[src/design/spicfg_unused_note.sv]
`timescale 1ns/100ps

[src/design/spicfg_pkg.sv]
// What this block does
// - Serial clock divides by 32, 16, 8, 4
// - Peripheral interrupt reaches host only when enabled
// - Expansion interrupt output held deasserted on product
// - Bit order flag picks MSB-left or LSB-right
// - Status flag mirrors inverted peripheral interrupt input level (set while input low)
// - Interrupt flag read-only, clears itself, drives IRQ
// - Frame bit placement for send and receive
// - Line select maps to IRQ3, IRQ4, IRQ5, IRQ10
package spicfg_pkg;

  // ==========================================================
  // Register map
  localparam logic [3:0] SPICFG_OFF_STATUS = 4'h0;
  localparam logic [3:0] SPICFG_OFF_TXDATA = 4'h4;
  localparam logic [3:0] SPICFG_OFF_RXDATA = 4'h8;
  localparam int unsigned SPICFG_AW        = 4;

  // ==========================================================
  // Status and options fields
  localparam int unsigned SPICFG_SEL_LSB  = 6;
  localparam int unsigned SPICFG_RATE_LSB = 4;
  localparam int unsigned SPICFG_IEN_BIT  = 3;
  localparam int unsigned SPICFG_LBF_BIT  = 2;
  localparam int unsigned SPICFG_INT_BIT  = 1;
  localparam int unsigned SPICFG_BUSY_BIT = 0;
  localparam logic [7:0]  SPICFG_STATUS_RST = 8'h00;
  localparam int unsigned SPICFG_NUM_IRQ  = 4;

  // ==========================================================
  // Clock divider half periods, in aclk cycles
  localparam logic [4:0] SPICFG_HALF_DIV32 = 5'h10;
  localparam logic [4:0] SPICFG_HALF_DIV16 = 5'h08;
  localparam logic [4:0] SPICFG_HALF_DIV8  = 5'h04;
  localparam logic [4:0] SPICFG_HALF_DIV4  = 5'h02;

  localparam logic [1:0] SPICFG_RESP_OKAY   = 2'b00;
  localparam logic [1:0] SPICFG_RESP_SLVERR = 2'b10;

  typedef enum logic [1:0] {
    SPICFG_IDLE = 2'b00,
    SPICFG_LOW  = 2'b01,
    SPICFG_HIGH = 2'b10
  } spicfg_state_t;

  function automatic logic [4:0] spicfg_half(input logic [1:0] code);
    case (code)
      2'b00:   spicfg_half = SPICFG_HALF_DIV32;
      2'b01:   spicfg_half = SPICFG_HALF_DIV16;
      2'b10:   spicfg_half = SPICFG_HALF_DIV8;
      default: spicfg_half = SPICFG_HALF_DIV4;
    endcase
  endfunction

endpackage

[src/design/spicfg_top.sv]
// Chosen here: the address map and the AXI4-Lite interface to the registers.
`timescale 1ns/100ps

// ============================================================
// Transmit FIFO
module spicfg_fifo #(
  parameter int unsigned W     = 32,
  parameter int unsigned DEPTH = 32
) (
  input  wire logic         aclk,
  input  wire logic         aresetn,
  input  wire logic         ce,
  input  wire logic         in_valid,
  output logic              in_ready,
  input  wire logic [W-1:0] in_data,
  output logic              out_valid,
  input  wire logic         out_ready,
  output logic [W-1:0]      out_data
);
  localparam int unsigned PW = $clog2(DEPTH);
  logic [W-1:0] mem [DEPTH];
  logic [PW:0]  wr_ptr_r;
  logic [PW:0]  rd_ptr_r;

  if (DEPTH < 2 || (1 << PW) != DEPTH) begin : g_bad_depth
    $error("FIFO depth must be a power of two of at least 2");
  end

  assign in_ready  = (wr_ptr_r - rd_ptr_r) != (PW + 1)'(DEPTH);
  assign out_valid = wr_ptr_r != rd_ptr_r;
  assign out_data  = mem[rd_ptr_r[PW-1:0]];

  always_ff @(posedge aclk) begin
    if (!aresetn) begin
      wr_ptr_r <= '0;
    end else if (ce && in_valid && in_ready) begin
      wr_ptr_r <= wr_ptr_r + 1'b1;
    end
  end

  always_ff @(posedge aclk) begin
    if (ce && in_valid && in_ready) begin
      mem[wr_ptr_r[PW-1:0]] <= in_data;
    end
  end

  always_ff @(posedge aclk) begin
    if (!aresetn) begin
      rd_ptr_r <= '0;
    end else if (ce && out_valid && out_ready) begin
      rd_ptr_r <= rd_ptr_r + 1'b1;
    end
  end
endmodule

// ============================================================
// SPI configuration, status and shift engine
module spicfg_top #(
  parameter int unsigned FRAME_W       = 32,
  parameter int unsigned FIFO_DEPTH    = 32,
  parameter bit          IRQ_CONNECTED = 1'b0
) (
  input  wire logic                           aclk,
  input  wire logic                           aresetn,
  input  wire logic                           ce,
  input  wire logic [spicfg_pkg::SPICFG_AW-1:0] s_axi_awaddr,
  input  wire logic                           s_axi_awvalid,
  output logic                                s_axi_awready,
  input  wire logic [31:0]                    s_axi_wdata,
  input  wire logic [3:0]                     s_axi_wstrb,
  input  wire logic                           s_axi_wvalid,
  output logic                                s_axi_wready,
  output logic [1:0]                          s_axi_bresp,
  output logic                                s_axi_bvalid,
  input  wire logic                           s_axi_bready,
  input  wire logic [spicfg_pkg::SPICFG_AW-1:0] s_axi_araddr,
  input  wire logic                           s_axi_arvalid,
  output logic                                s_axi_arready,
  output logic [31:0]                         s_axi_rdata,
  output logic [1:0]                          s_axi_rresp,
  output logic                                s_axi_rvalid,
  input  wire logic                           s_axi_rready,
  output logic                                sclk,
  output logic                                mosi,
  input  wire logic                           miso,
  input  wire logic                           peripheral_interrupt_in_n,
  output logic [spicfg_pkg::SPICFG_NUM_IRQ-1:0] host_irq
);
  import spicfg_pkg::*;

  if (FRAME_W < 2 || FRAME_W > 32) begin : g_bad_frame
    $error("FRAME_W must lie between 2 and 32");
  end

  logic [1:0]         irq_sel_r;
  logic [1:0]         rate_r;
  logic               irq_en_r;
  logic               lbf_r;
  logic               int_flag_r;
  logic               busy_r;
  logic               awready_r;
  logic               wready_r;
  logic               bvalid_r;
  logic [1:0]         bresp_r;
  logic               arready_r;
  logic               rvalid_r;
  logic [31:0]        rdata_r;
  logic [1:0]         rresp_r;
  logic [FRAME_W-1:0] rx_data_r;
  logic [FRAME_W-1:0] shift_r;
  logic [FRAME_W-1:0] shift_nxt;
  logic [5:0]         bit_cnt_r;
  logic [4:0]         half_r;
  logic [4:0]         tick_r;
  logic               lbf_cur_r;
  logic               sclk_r;
  logic               mosi_r;
  logic               miso_smp_r;
  logic [SPICFG_NUM_IRQ-1:0] host_irq_r;
  spicfg_state_t      state_r;

  logic               wr_fire;
  logic               rd_fire;
  logic               wr_ok;
  logic               fifo_in_ready;
  logic               fifo_out_valid;
  logic [31:0]        fifo_out_data;
  logic               load;
  logic [7:0]         status_w;

  // ==========================================================
  // AXI4-Lite write path
  // Stalling the address on a full FIFO pushes back to software.
  assign wr_ok   = (s_axi_awaddr != SPICFG_OFF_TXDATA) || fifo_in_ready;
  assign wr_fire = s_axi_awvalid && awready_r && s_axi_wvalid && wready_r;

  always_ff @(posedge aclk) begin
    if (!aresetn) begin
      awready_r <= 1'b0;
      wready_r  <= 1'b0;
    end else if (ce) begin
      awready_r <= !awready_r && !bvalid_r && s_axi_awvalid && s_axi_wvalid && wr_ok;
      wready_r  <= !awready_r && !bvalid_r && s_axi_awvalid && s_axi_wvalid && wr_ok;
    end
  end

  always_ff @(posedge aclk) begin
    if (!aresetn) begin
      bvalid_r <= 1'b0;
      bresp_r  <= SPICFG_RESP_OKAY;
    end else if (ce) begin
      if (wr_fire) begin
        bvalid_r <= 1'b1;
        case (s_axi_awaddr)
          SPICFG_OFF_STATUS, SPICFG_OFF_TXDATA: bresp_r <= SPICFG_RESP_OKAY;
          default:                              bresp_r <= SPICFG_RESP_SLVERR;
        endcase
      end else if (s_axi_bready) begin
        bvalid_r <= 1'b0;
      end
    end
  end

  // Int flag and busy ignore writes; they are read-only
  always_ff @(posedge aclk) begin
    if (!aresetn) begin
      irq_sel_r <= SPICFG_STATUS_RST[SPICFG_SEL_LSB +: 2];
      rate_r    <= SPICFG_STATUS_RST[SPICFG_RATE_LSB +: 2];
      irq_en_r  <= SPICFG_STATUS_RST[SPICFG_IEN_BIT];
      lbf_r     <= SPICFG_STATUS_RST[SPICFG_LBF_BIT];
    end else if (ce && wr_fire && s_axi_awaddr == SPICFG_OFF_STATUS && s_axi_wstrb[0]) begin
      irq_sel_r <= s_axi_wdata[SPICFG_SEL_LSB +: 2];
      rate_r    <= s_axi_wdata[SPICFG_RATE_LSB +: 2];
      irq_en_r  <= s_axi_wdata[SPICFG_IEN_BIT];
      lbf_r     <= s_axi_wdata[SPICFG_LBF_BIT];
    end
  end

  spicfg_fifo #(
    .W     (32),
    .DEPTH (FIFO_DEPTH)
  ) u_fifo (
    .aclk      (aclk),
    .aresetn   (aresetn),
    .ce        (ce),
    .in_valid  (wr_fire && s_axi_awaddr == SPICFG_OFF_TXDATA),
    .in_ready  (fifo_in_ready),
    .in_data   (s_axi_wdata),
    .out_valid (fifo_out_valid),
    .out_ready (load),
    .out_data  (fifo_out_data)
  );

  // ==========================================================
  // AXI4-Lite read path
  always_comb begin
    status_w = '0;
    status_w[SPICFG_SEL_LSB +: 2]  = irq_sel_r;
    status_w[SPICFG_RATE_LSB +: 2] = rate_r;
    status_w[SPICFG_IEN_BIT]       = irq_en_r;
    status_w[SPICFG_LBF_BIT]       = lbf_r;
    status_w[SPICFG_INT_BIT]       = int_flag_r;
    status_w[SPICFG_BUSY_BIT]      = busy_r;
  end

  assign rd_fire = s_axi_arvalid && arready_r;

  always_ff @(posedge aclk) begin
    if (!aresetn) begin
      arready_r <= 1'b0;
    end else if (ce) begin
      arready_r <= !arready_r && !rvalid_r && s_axi_arvalid;
    end
  end

  always_ff @(posedge aclk) begin
    if (!aresetn) begin
      rvalid_r <= 1'b0;
      rdata_r  <= '0;
      rresp_r  <= SPICFG_RESP_OKAY;
    end else if (ce) begin
      if (rd_fire) begin
        rvalid_r <= 1'b1;
        rresp_r  <= SPICFG_RESP_OKAY;
        case (s_axi_araddr)
          SPICFG_OFF_STATUS: rdata_r <= {24'h000000, status_w};
          SPICFG_OFF_RXDATA: rdata_r <= 32'(rx_data_r);
          default: begin
            rdata_r <= '0;
            rresp_r <= SPICFG_RESP_SLVERR;
          end
        endcase
      end else if (s_axi_rready) begin
        rvalid_r <= 1'b0;
      end
    end
  end

  // ==========================================================
  // Interrupt flag and host line
  always_ff @(posedge aclk) begin
    if (!aresetn) begin
      int_flag_r <= 1'b0;
    end else if (ce) begin
      int_flag_r <= !peripheral_interrupt_in_n;
    end
  end

  // Line left unwired on this product; build flag enables it.
  always_ff @(posedge aclk) begin
    if (!aresetn) begin
      host_irq_r <= '0;
    end else if (ce) begin
      if (IRQ_CONNECTED && irq_en_r && int_flag_r) begin
        host_irq_r <= SPICFG_NUM_IRQ'(1) << irq_sel_r;
      end else begin
        host_irq_r <= '0;
      end
    end
  end

  // ==========================================================
  // Shift engine, clock idles low, sample on rising edge
  assign load = (state_r == SPICFG_IDLE) && fifo_out_valid;

  always_comb begin
    if (lbf_cur_r) begin
      shift_nxt = {miso_smp_r, shift_r[FRAME_W-1:1]};
    end else begin
      shift_nxt = {shift_r[FRAME_W-2:0], miso_smp_r};
    end
  end

  always_ff @(posedge aclk) begin
    if (!aresetn) begin
      state_r    <= SPICFG_IDLE;
      shift_r    <= '0;
      bit_cnt_r  <= '0;
      half_r     <= SPICFG_HALF_DIV32;
      tick_r     <= '0;
      lbf_cur_r  <= 1'b0;
      sclk_r     <= 1'b0;
      mosi_r     <= 1'b0;
      miso_smp_r <= 1'b0;
      rx_data_r  <= '0;
    end else if (ce) begin
      case (state_r)
        SPICFG_IDLE: begin
          if (load) begin
            shift_r   <= fifo_out_data[FRAME_W-1:0];
            half_r    <= spicfg_half(rate_r);
            tick_r    <= 5'h01;
            lbf_cur_r <= lbf_r;
            bit_cnt_r <= 6'(FRAME_W - 1);
            mosi_r    <= lbf_r ? fifo_out_data[0] : fifo_out_data[FRAME_W-1];
            state_r   <= SPICFG_LOW;
          end
        end
        SPICFG_LOW: begin
          if (tick_r == half_r) begin
            tick_r     <= 5'h01;
            sclk_r     <= 1'b1;
            miso_smp_r <= miso;
            state_r    <= SPICFG_HIGH;
          end else begin
            tick_r <= tick_r + 5'h01;
          end
        end
        SPICFG_HIGH: begin
          if (tick_r == half_r) begin
            tick_r  <= 5'h01;
            sclk_r  <= 1'b0;
            shift_r <= shift_nxt;
            mosi_r  <= lbf_cur_r ? shift_nxt[0] : shift_nxt[FRAME_W-1];
            if (bit_cnt_r == 6'h00) begin
              rx_data_r <= shift_nxt;
              state_r   <= SPICFG_IDLE;
            end else begin
              bit_cnt_r <= bit_cnt_r - 6'h01;
              state_r   <= SPICFG_LOW;
            end
          end else begin
            tick_r <= tick_r + 5'h01;
          end
        end
        default: state_r <= SPICFG_IDLE;
      endcase
    end
  end

  always_ff @(posedge aclk) begin
    if (!aresetn) begin
      busy_r <= 1'b0;
    end else if (ce) begin
      busy_r <= (state_r != SPICFG_IDLE) || fifo_out_valid;
    end
  end

  assign s_axi_awready = awready_r;
  assign s_axi_wready  = wready_r;
  assign s_axi_bvalid  = bvalid_r;
  assign s_axi_bresp   = bresp_r;
  assign s_axi_arready = arready_r;
  assign s_axi_rvalid  = rvalid_r;
  assign s_axi_rdata   = rdata_r;
  assign s_axi_rresp   = rresp_r;
  assign sclk          = sclk_r;
  assign mosi          = mosi_r;
  assign host_irq      = host_irq_r;

  // ==========================================================
  // Checks
  AST_DIV_LOAD: assert property (@(posedge aclk) disable iff (!aresetn)
    ce && load |=> half_r == spicfg_half($past(rate_r)))
    else $error("divider not loaded from rate select");
  AST_FAST_HIGH: assert property (@(posedge aclk) disable iff (!aresetn)
    ce && $rose(sclk_r) && half_r == SPICFG_HALF_DIV4 && ce ##1 ce |=> !sclk_r)
    else $error("divide by four high time wrong");
  AST_IRQ_HELD: assert property (@(posedge aclk) disable iff (!aresetn)
    !IRQ_CONNECTED |-> host_irq_r == '0)
    else $error("unwired interrupt asserted");
  AST_IRQ_GATE: assert property (@(posedge aclk) disable iff (!aresetn)
    ce && !irq_en_r |=> host_irq_r == '0)
    else $error("interrupt passed while disabled");
  AST_IRQ_MAP: assert property (@(posedge aclk) disable iff (!aresetn)
    ce && irq_en_r && int_flag_r |=>
      host_irq_r == (IRQ_CONNECTED ? (SPICFG_NUM_IRQ'(1) << $past(irq_sel_r)) : '0))
    else $error("wrong host line selected");
  AST_FLAG_TRACK: assert property (@(posedge aclk) disable iff (!aresetn)
    ce |=> int_flag_r == !$past(peripheral_interrupt_in_n))
    else $error("interrupt flag does not follow input");
  AST_FLAG_CLEAR: assert property (@(posedge aclk) disable iff (!aresetn)
    ce && peripheral_interrupt_in_n ##1 ce && peripheral_interrupt_in_n |=> !int_flag_r)
    else $error("interrupt flag not cleared");
  AST_MSB_FIRST: assert property (@(posedge aclk) disable iff (!aresetn)
    ce && load && !lbf_r |=> mosi_r == $past(fifo_out_data[FRAME_W-1]))
    else $error("MSB first order broken");
  AST_LSB_FIRST: assert property (@(posedge aclk) disable iff (!aresetn)
    ce && load && lbf_r |=> mosi_r == $past(fifo_out_data[0]))
    else $error("LSB first order broken");
endmodule

[config.mk]
export PLATFORM = sky130hd
export DESIGN_NAME = spicfg_top
export DESIGN_NICKNAME = d
export VERILOG_FILES = /design/src/design/spicfg_unused_note.sv /design/src/design/spicfg_pkg.sv /design/src/design/spicfg_top.sv
export SDC_FILE = /design/constraint.sdc
export NUM_CORES = 1
export LEC_CHECK = 0
export BUFFER_PORTS_ARGS = -buffer_cell sky130_fd_sc_hd__buf_2
export CORE_UTILIZATION = 56
export CTS_BUF_LIST = sky130_fd_sc_hd__clkbuf_16
export CTS_CLUSTER_DIAMETER = 60
export DETAILED_ROUTE_END_ITERATION = 10
export PLACE_DENSITY = 0.83
export RECOVER_POWER = 100
export SLEW_MARGIN = 30
export SYNTH_ARGS = -nofsm -noshare
export SYNTH_HDL_FRONTEND = slang
export SYNTH_SLANG_ARGS = --single-unit
[constraint.sdc]
create_clock -name aclk -period 3.65 [get_ports aclk]
set_input_delay 0.1825 -clock aclk [delete_from_list [all_inputs] [get_ports aclk]]
set_output_delay 0.1825 -clock aclk [all_outputs]
set_load 0.02 [all_outputs]
After elaboration in Yosys (flattened, before gate mapping). Memories as Yosys holds them, arrays and structs flattened. A register that Yosys moved wholly into a read port is not among the register bits. Cells that the tools add are included.

$add $sub $neg: 5. Equality and inequality tests: 14. Muxes and demuxes: 36. Reductions and logical operators: 52.

Operators with widths (count): $pmux W32 S2 (2); $mux W32 (3); $mux W5 (4); $logic_and A1 B1 Y1 (19); $mux W6 (3); $reduce_and A4 Y1 (4); $pmux W5 S3 (1); $mux W1 (13); $add A6 B1 Y6 const B (2); $pmux W6 S2 (1); $reduce_bool A2 Y1 (6); $mux W2 (5); $pmux W5 S2 (1); $reduce_and A3 Y1 (3); $logic_not A4 Y1 (2); $reduce_and A2 Y1 (4); $logic_not A6 Y1 (1); $ne A2 B2 Y1 const B (3); $ne A6 B6 Y1 (1); $ne A6 B6 Y1 const B (1); $pmux W2 S3 (1); $reduce_or A2 Y1 (3); $sub A6 B1 Y6 const B (1); $sub A6 B6 Y6 (1); 13 further kinds (22).

Register bits: 146. Bits in writable memories: 1024. Input bits: 54. Output and inout bits: 47. Logic and storage cells: 133. Memories kept: 1.

Memory list: u_fifo.mem (depth 32, width 32, read ports 1, clocked after Yosys merged registers in 1, wr ports 1, RTL line spicfg_top.sv:21) `logic [W-1:0] mem [DEPTH];`.

Logic depth before layout (Yosys ltp). Gate-level depths: netlist (run 1).

Word-level depth: 8. Gate-level depth with buffers: 10. Depth with buffers taken out: 8.

Hierarchy. A second synthesis (run 1) with hierarchy kept.

Cell total of the unflattened synthesis: 2244. Area, all modules: 45685.1 µm².

By module, submodules not included: spicfg_fifo (times used 1, cells each 1599, area each 39837.0 µm², sequential area each 31089.8 µm²); spicfg_top (times used 1, cells each 645, area each 5848.1 µm², sequential area each 2622.5 µm²).

Least setup slack after synthesis (run 1). OpenSTA, ideal clock, no wires.

Path kind: register to register. From: register u_fifo.rd_ptr_r[2]. To: memory u_fifo.mem[28][0] (enable). Setup time: 0.421 ns. Arrival: 3.151 ns. Data required time: 3.229 ns. Slack: 0.078 ns. Cell stages (with the launch flop): 9. Cells stage by stage: dfxtp_1 inv_1 ha_1 o21ai_0 a21oi_1 o2bb2ai_1 o21ai_1 o211ai_2 nor2_1.

Longest elaborated chain between the ends: 5.

Ends and longest elaborated chain: start, declared (RTL line spicfg_top.sv:23) `logic [PW:0] rd_ptr_r;`; start signal, assigned (RTL line spicfg_top.sv:51) `rd_ptr_r <= rd_ptr_r + 1'b1;`; $sub A6 B6 Y6 (RTL line spicfg_top.sv:29) `assign in_ready = (wr_ptr_r - rd_ptr_r) != (PW + 1)'(DEPTH);`; $ne A6 B6 Y1 (RTL line spicfg_top.sv:29); $logic_and A1 B1 Y1 (RTL line spicfg_top.sv:42) `if (ce && in_valid && in_ready) begin`; $mux W1 (RTL line spicfg_top.sv:42); $mux W1 (not written as such) (RTL line spicfg_top.sv:43) `mem[wr_ptr_r[PW-1:0]] <= in_data;`; end, declared (RTL line spicfg_top.sv:21).

Every way passes these cells.

Worst setup path in the final report (run 1).
From: register u_fifo.wr_ptr_r[2]. To: memory u_fifo.mem[18][14] (enable).

Longest elaborated chain between the ends: 5.

Ends and longest elaborated chain: start, declared (RTL line spicfg_top.sv:22) `logic [PW:0] wr_ptr_r;`; start signal, assigned (RTL line spicfg_top.sv:37) `wr_ptr_r <= wr_ptr_r + 1'b1;`; $sub A6 B6 Y6 (RTL line spicfg_top.sv:29); $ne A6 B6 Y1 (RTL line spicfg_top.sv:29); $logic_and A1 B1 Y1 (RTL line spicfg_top.sv:42); $mux W1 (RTL line spicfg_top.sv:42); $mux W1 (not written as such) (RTL line spicfg_top.sv:43).

Several ways; a longest one is shown, not always the timed one.

==> impl_metrics.toml, run 1 <==
[cells_and_area]
layout-drive-gt1-share_pct = 21.76
nNetsFinal = 2550
syn_to_final_growth_pct = 12.91
nFillCells = 5141

[worst_setup_path]
r2r-start = "u_fifo.wr_ptr_r[2]"
crit_family = "compound AO/OA/AOI/OAI gates"
end_kind = "flip-flop"
critPathArrivalTime_ps = 3640
path_max_fanout = 32
r2r_end = "u_fifo.mem[18][14]"
worstSetupPathType = "reg -> reg"
r2r_setup_slack_ps = 310
path_cells = "ha_1 > o21ai_0 > a21oi_1 > o2bb2ai_1 > o21ai_1 > o211ai_2 > buf_4 > nor2_4 > clkbuf_4"
reg2regPathDepth = 9
critical_path.max_stage_delay_ps = 570
path_buf_inv = 2
required_ps = 3950
slowest_stage = "o21ai_1"
critical_path.startpoint_type = "flip-flop"

[yosys]
yosys_warnings = 0
synth_top_flop_cell = "edfxtp_1"
syn_inst = 2315
avgSynthCellArea_um2 = 19.61
ys_types = 69
ys_ff_latch = 1172
seq_area_frac_synth_pct = 74.26
synthesis.area_um2 = 45400
async_flop_share_pct = 0
synth_edf_count = 1024

[clock_tree]
htreeDepth = 3
cts_resized = 0
cts_tree = "done"
clkTransAtPathRegs_ps = 60
hold_buffers = 13
numCtsBuffers = 108
clk_latency_ps = 690
cts.sinks = 1172
clk_path_buf_depth = 3
clockRootBuffer = "clkbuf_16"
post-cts-setup-buffers = 0

[drt]
wl_per_cell_um = 30.87
postRouteAntennaNets = 0
wl_mm = 112.3
vias_per_cell = 6.686
drc = 0
vias = 24323
dr.pass1.iters = 7
drt_iter0_markers = 2955

[place]
place_hpwl_mm = 64.85
place.gp.congestion = 0.9044
io_buffers = 91

[floorplan]
fp-row-count = 104
core_um2 = 80420
initial_core_util_pct = 56.45
die_x_um = 286.7
boundaryPins = 101
die_h_um = 286.7
die-area_um2 = 82210

[worst_hold_path]
min_path_cells = 4
holdCritStartpoint = "s_axi_awaddr[2]"
hold-path-endpoint = "s_axi_wready"
hold_path.class = "in -> reg"

[timing]
finalSetupViolCount = 0
grt_setup_unrepaired = "false"
maxSlewViolCount = 939
clock_skew_ps = 34.57
worst_slew_pin_slew_ps = 1887
period_needed_ps = 3336
tns_ps = 0
fin_crit_sh_pct = 91.40
final_hold_viol_count = 0
fmax_mhz = 299.8
relSlewSlack_pct = -25.83

[pwr]
p_leak_uw = 0.01554
total_power_uw = 25840
ir_drop_mv = 0.3882
powerDensity_nw_per_um2 = 504.1

[global_route]
grt-ovfl-total = 0
antenna_found_initial = 6
grt_pass1_wl_mm = 164.6
grt_pass1_vias = 24816
grtUsageTotal_pct = 27.71
grt_max_degree = 88

[flow_run]
max_cap_violations = 30

[status]
violations = "max-capacitance violations, max-slew violations"
status = "finished with violations"
## layer usage
metal  global-route usage, %  wire, µm
met1                   36.88     41520
met4                   10.63      4325
met2                   45.40     55260
met3                   5.604     11180
met5                       0        24
## state kept, by name, indices dropped and copies added (netlist names), 2 cells and up, named ones only
signal	cells
shift_r	32
half_r	4
rate_r	2
rx_data_r	32
irq_sel_r	2
tick_r	5
u_fifo.wr_ptr_r	6
u_fifo.mem	1024
s_axi_rdata	32
bit_cnt_r	6
u_fifo.rd_ptr_r	6
state_r	2
## kinds of logic (layout without fill, tap and decap cells)
logic type	count (synthesis)	count (layout)	synth area share [%]
AND/OR/NAND/NOR	274	274	2.715
other	1	10	0.008260
multiplexers	382	382	15.54
adder cells (fa/ha/maj)	17	17	0.4685
XOR/XNOR	14	14	0.2701
buffers and inverters	168	422	1.714
flip-flops	1172	1172	74.26
AO/OA/AOI/OAI	287	287	5.024
## worst reg2reg max path, delay by kind of cell (launching register included)
family	cells	cell delay [ps]
DFF	1	560
AOI/OAI and AO/OA	5	1170
adders and majority gates	1	360
and+or+nand+nor	1	100
buffers and inverters	2	750
## power by group
| group | internal [µW] | switching, µW | leakage (µW) |
|---|---|---|---|
| clock network | 6110 | 4870 | 0.00182 |
| registers | 14600 | 3.50 | 0.0104 |
| logic | 37.5 | 268 | 0.00332 |
## synthesized netlist by cell type (12+ instances only)
cell type     n  share of area, %
edfxtp_1   1024                68
mux4_2      247                12
dfxtp_1     148               6.5
nor2_1      136               1.1
mux2i_1     119               2.6
buf_2        64              0.71
nand2_1      64              0.53
clkbuf_1     54              0.45
a21oi_1      49              0.54
a22oi_1      36              0.60
o211ai_1     32              0.53
a221oi_1     30              0.58
a32o_1       30              0.66
o22ai_1      29              0.40
a211oi_2     27              0.74
inv_1        18              0.15
ha_1         17              0.47
buf_1        16              0.13
buf_4        14              0.23
nand3_1      12              0.13
## final cells by class
cell class	instances	area (µm²)	area share [%]
clock inverter	93	639.4	1.247
timing repair buffer	199	1755	3.425
sequential	1172	33730	65.80
antenna	4	10.01	0.01953
clock buffer	112	2803	5.468
tap	1060	1326	2.587
inverter	18	70.07	0.1367
multi-input combinational	980	10930	21.32
## layout by cell type (no fill, tap or decap), types with 6 or more instances in the layout
cell	netlist	routed
dfxtp_1	148	143
nor2_1	136	128
mux2_2	8	8
edfxtp_1	1024	1024
clkinv_1	0	22
clkinv_2	0	20
mux2i_1	119	119
a211oi_1	9	16
a211oi_2	27	20
nor2_4	0	6
bufinv_16	0	8
a21oi_1	49	49
conb_1	1	6
o211ai_1	32	34
a32o_1	30	30
clkbuf_16	0	112
and3_1	6	6
inv_1	18	50
buf_2	64	17
mux4_1	8	8
nand2_1	64	64
ha_1	17	17
mux4_2	247	247
o21ai_0	10	10
a221oi_1	30	30
xnor2_1	10	10
buf_12	0	45
clkbuf_1	54	76
o22ai_1	29	29
dlygate4sd3_1	0	13
nand3_1	12	12
nand2b_1	10	10
a22oi_1	36	36
buf_4	14	38
## worst max-delay path by stage
stage / startpoint / slack [ps] / depth (start not counted) / endpoint
floorplan: u_fifo.rd_ptr_r[2] / 80 / 8 / u_fifo.mem[28][0]
global placement: u_fifo.wr_ptr_r[2] / 590 / 9 / u_fifo.mem[5][4]
detailed placement: u_fifo.wr_ptr_r[2] / 530 / 9 / u_fifo.mem[3][9]
CTS: u_fifo.wr_ptr_r[2] / 490 / 9 / u_fifo.mem[21][8]
global route: u_fifo.wr_ptr_r[2] / 150 / 9 / u_fifo.mem[1][14]
finish: u_fifo.wr_ptr_r[2] / 310 / 9 / u_fifo.mem[18][14]
## through the flow
| step | hold slack (ps) | util [%] | instances | area [µm²] | setup slack (ps) |
|---|---|---|---|---|---|
| after detailed placement | 373.0 | 59.81 | 3416 | 48090 | 526.5 |
| after global placement | 372.2 | 59.81 | 3416 | 48090 | 591.3 |
| final | 5.451 | 63.74 | 3638 | 51260 | 314.1 |
| after global routing | 24.59 | 63.74 | 3636 | 51250 | 152.6 |
| after floorplan | 281.4 | - | 2320 | 45420 | 77.57 |
| after CTS | 0.8815 | 64.25 | 3634 | 51670 | 486.0 |
Power figures use the tool's default switching activity.
==> inputs of run 2 (changes only) <==
--- a/config.mk
+++ b/config.mk
@@ -11,7 +11,6 @@
 export CTS_CLUSTER_DIAMETER = 60
 export DETAILED_ROUTE_END_ITERATION = 10
 export PLACE_DENSITY = 0.83
-export RECOVER_POWER = 100
 export SLEW_MARGIN = 30
 export SYNTH_ARGS = -nofsm -noshare
 export SYNTH_HDL_FRONTEND = slang
==> run 2 against run 1 <==
Compared with the run above: the flow now finishes without violations; register-to-register slack improved by 110 ps; core utilization is 0.51 points higher; hold slack improved by 13 ps; cell area increased by 0.80%; die area is the same.
==> impl_metrics.toml, run 2 (same netlist as run 1, synthesis figures left out) <==
[cells_and_area]
layout_commonest_cell = "edfxtp_1"
final_cell_mix = "edfxtp_1 (1,024), mux4_2 (247), dfxtp_1 (143), mux2i_1 (119), clkbuf_16 (112)"
final_cell_count_no_fill = 3636
syn_to_final_growth_pct = 13.82
layout-drive-gt1-share_pct = 26.15
nFillCells = 5034
nNetsFinal = 2550
largest_register_ffs = 1024

[floorplan]
boundaryPins = 101
fp-row-count = 104
core_um2 = 80420
die_x_um = 286.7
initial_core_util_pct = 56.45
die-area_um2 = 82210
die_h_um = 286.7

[clock_tree]
cts.sinks = 1172
clk_path_buf_depth = 3
clk_latency_ps = 690
clockRootBuffer = "clkbuf_16"
htreeDepth = 3
numCtsBuffers = 108
clkTransAtPathRegs_ps = 60
cts_resized = 0
cts_tree = "done"

[timing]
tns_ps = 0
worst_slew_pin_slew_ps = 952.1
grt_setup_unrepaired = "false"
relSlewSlack_pct = 35.86
period_needed_ps = 3224
whs_ps = 18.47
finalSetupViolCount = 0
timing.final.ws_setup_ps = 426.2
fmax_mhz = 310.2
clock_skew_ps = 29.75
maxSlewViolCount = 0
final_hold_viol_count = 0
fin_crit_sh_pct = 88.32

[drt]
drc = 0
wl_mm = 112.3
postRouteAntennaNets = 0
vias = 24280
vias_per_cell = 6.678
dr.pass1.iters = 6
wl_per_cell_um = 30.89
drt_iter0_markers = 2863

[place]
place.gp.congestion = 0.9044
place_ws_ps = 526.5
place_hpwl_mm = 64.85
io_buffers = 91
dp.cells = 3416

[worst_setup_path]
worstSetupPathType = "reg -> reg"
critical_path.startpoint_type = "flip-flop"
r2r_end = "u_fifo.mem[3][14]"
end_kind = "flip-flop"
reg2regPathDepth = 9
critPathArrivalTime_ps = 3570
r2r-start = "u_fifo.wr_ptr_r[2]"
required_ps = 4000
r2r_setup_slack_ps = 430
path_max_fanout = 31

[global_route]
grt-ovfl-total = 0
grtUsageTotal_pct = 27.71
grt_pass1_wl_mm = 164.6
grt_pass1_vias = 24816
antenna_found_initial = 6
grt_max_degree = 88

[pwr]
p_leak_uw = 0.01585
ir_drop_mv = 0.3900
powerDensity_nw_per_um2 = 499.7

[worst_hold_path]
holdCritStartpoint = "s_axi_awaddr[2]"
min_path_cells = 4
hold_path.class = "in -> reg"
hold-path-endpoint = "s_axi_wready"

[flow_run]
max_cap_violations = 0

[status]
status = "complete, no violations"
## run 2: cell types whose count changed in the layout (fill, tap and decap cells not counted), moves of 2 or more
cell,change
clkbuf_1,-76
buf_2,+74
nor2_1,-26
nor2_4,+26
a211oi_1,-7
a211oi_2,+7
buf_4,+7
buf_12,+5
clkbuf_4,-5
clkbuf_2,-4
diode_2,-2
o211ai_1,-2
o211ai_2,+2
## run 2: worst max-delay path by stage
stage                       start  depth (start not counted)  slack (ps)                end
6_report       u_fifo.wr_ptr_r[2]                          9         430  u_fifo.mem[3][14]
5_1_grt        u_fifo.wr_ptr_r[2]                          9         270  u_fifo.mem[5][28]
4_1_cts        u_fifo.wr_ptr_r[2]                          9         490  u_fifo.mem[21][8]
3_5_place_dp   u_fifo.wr_ptr_r[2]                          9         530   u_fifo.mem[3][9]
3_3_place_gp   u_fifo.wr_ptr_r[2]                          9         590   u_fifo.mem[5][4]
2_1_floorplan  u_fifo.rd_ptr_r[2]                          8          80  u_fifo.mem[28][0]
## run 2: layout make-up
type	instances	area (µm²)	share of cell area [%]
flip-flops and latches	1172	33730	65.27
well taps	1060	1326	2.567
diodes	2	5.005	0.009686
inverters	18	70.07	0.1356
multi-input cells	980	11180	21.63
repair buffers	199	1924	3.724
clock buffers	112	2803	5.424
clock inverters	93	639.4	1.237
## run 2: critical path, stage by stage, from the launching register on
cell and delay [ps]:
dfxtp_1 560, ha_1 360, o21ai_0 190, a21oi_1 100, o2bb2ai_1 180, o21ai_1 600
o211ai_2 160, buf_4 260, nor2_4 170, buf_12 250
## run 2: through the flow
step	area (µm²)	util (%)	total power, µW
final	51670	64.25	25820
after floorplan	45420	-	14910
after global placement	48090	59.81	15110
after CTS	51670	64.25	25940
after detailed placement	48090	59.81	15140
after global routing	51670	64.25	26420
## run 2: timing repair
| action | in CTS | in global routing |
|---|---|---|
| hold buffers | 13 | 0 |
| setup endpoints to repair | 0 | 0 |
| endpoints found under the hold margin | 25 | 0 |
| buffers inserted | 0 | 0 |
## run 2: per-layer routing
metal	GRT usage, %	vias to the layer above	share of wire, %
met1	36.88	12474	37
met2	45.40	1640	49
met5	0	-	0.021
li1	-	9867	-
met3	5.604	295	10
met4	10.63	4	4.0
## run 2: power breakdown
part	internal, µW	switching [µW]	leakage, µW
clock	6110	4850	0.00182
combinational	44.9	269	0.00363
sequential	14500	3.44	0.0104
total	20700	5120	0.0158
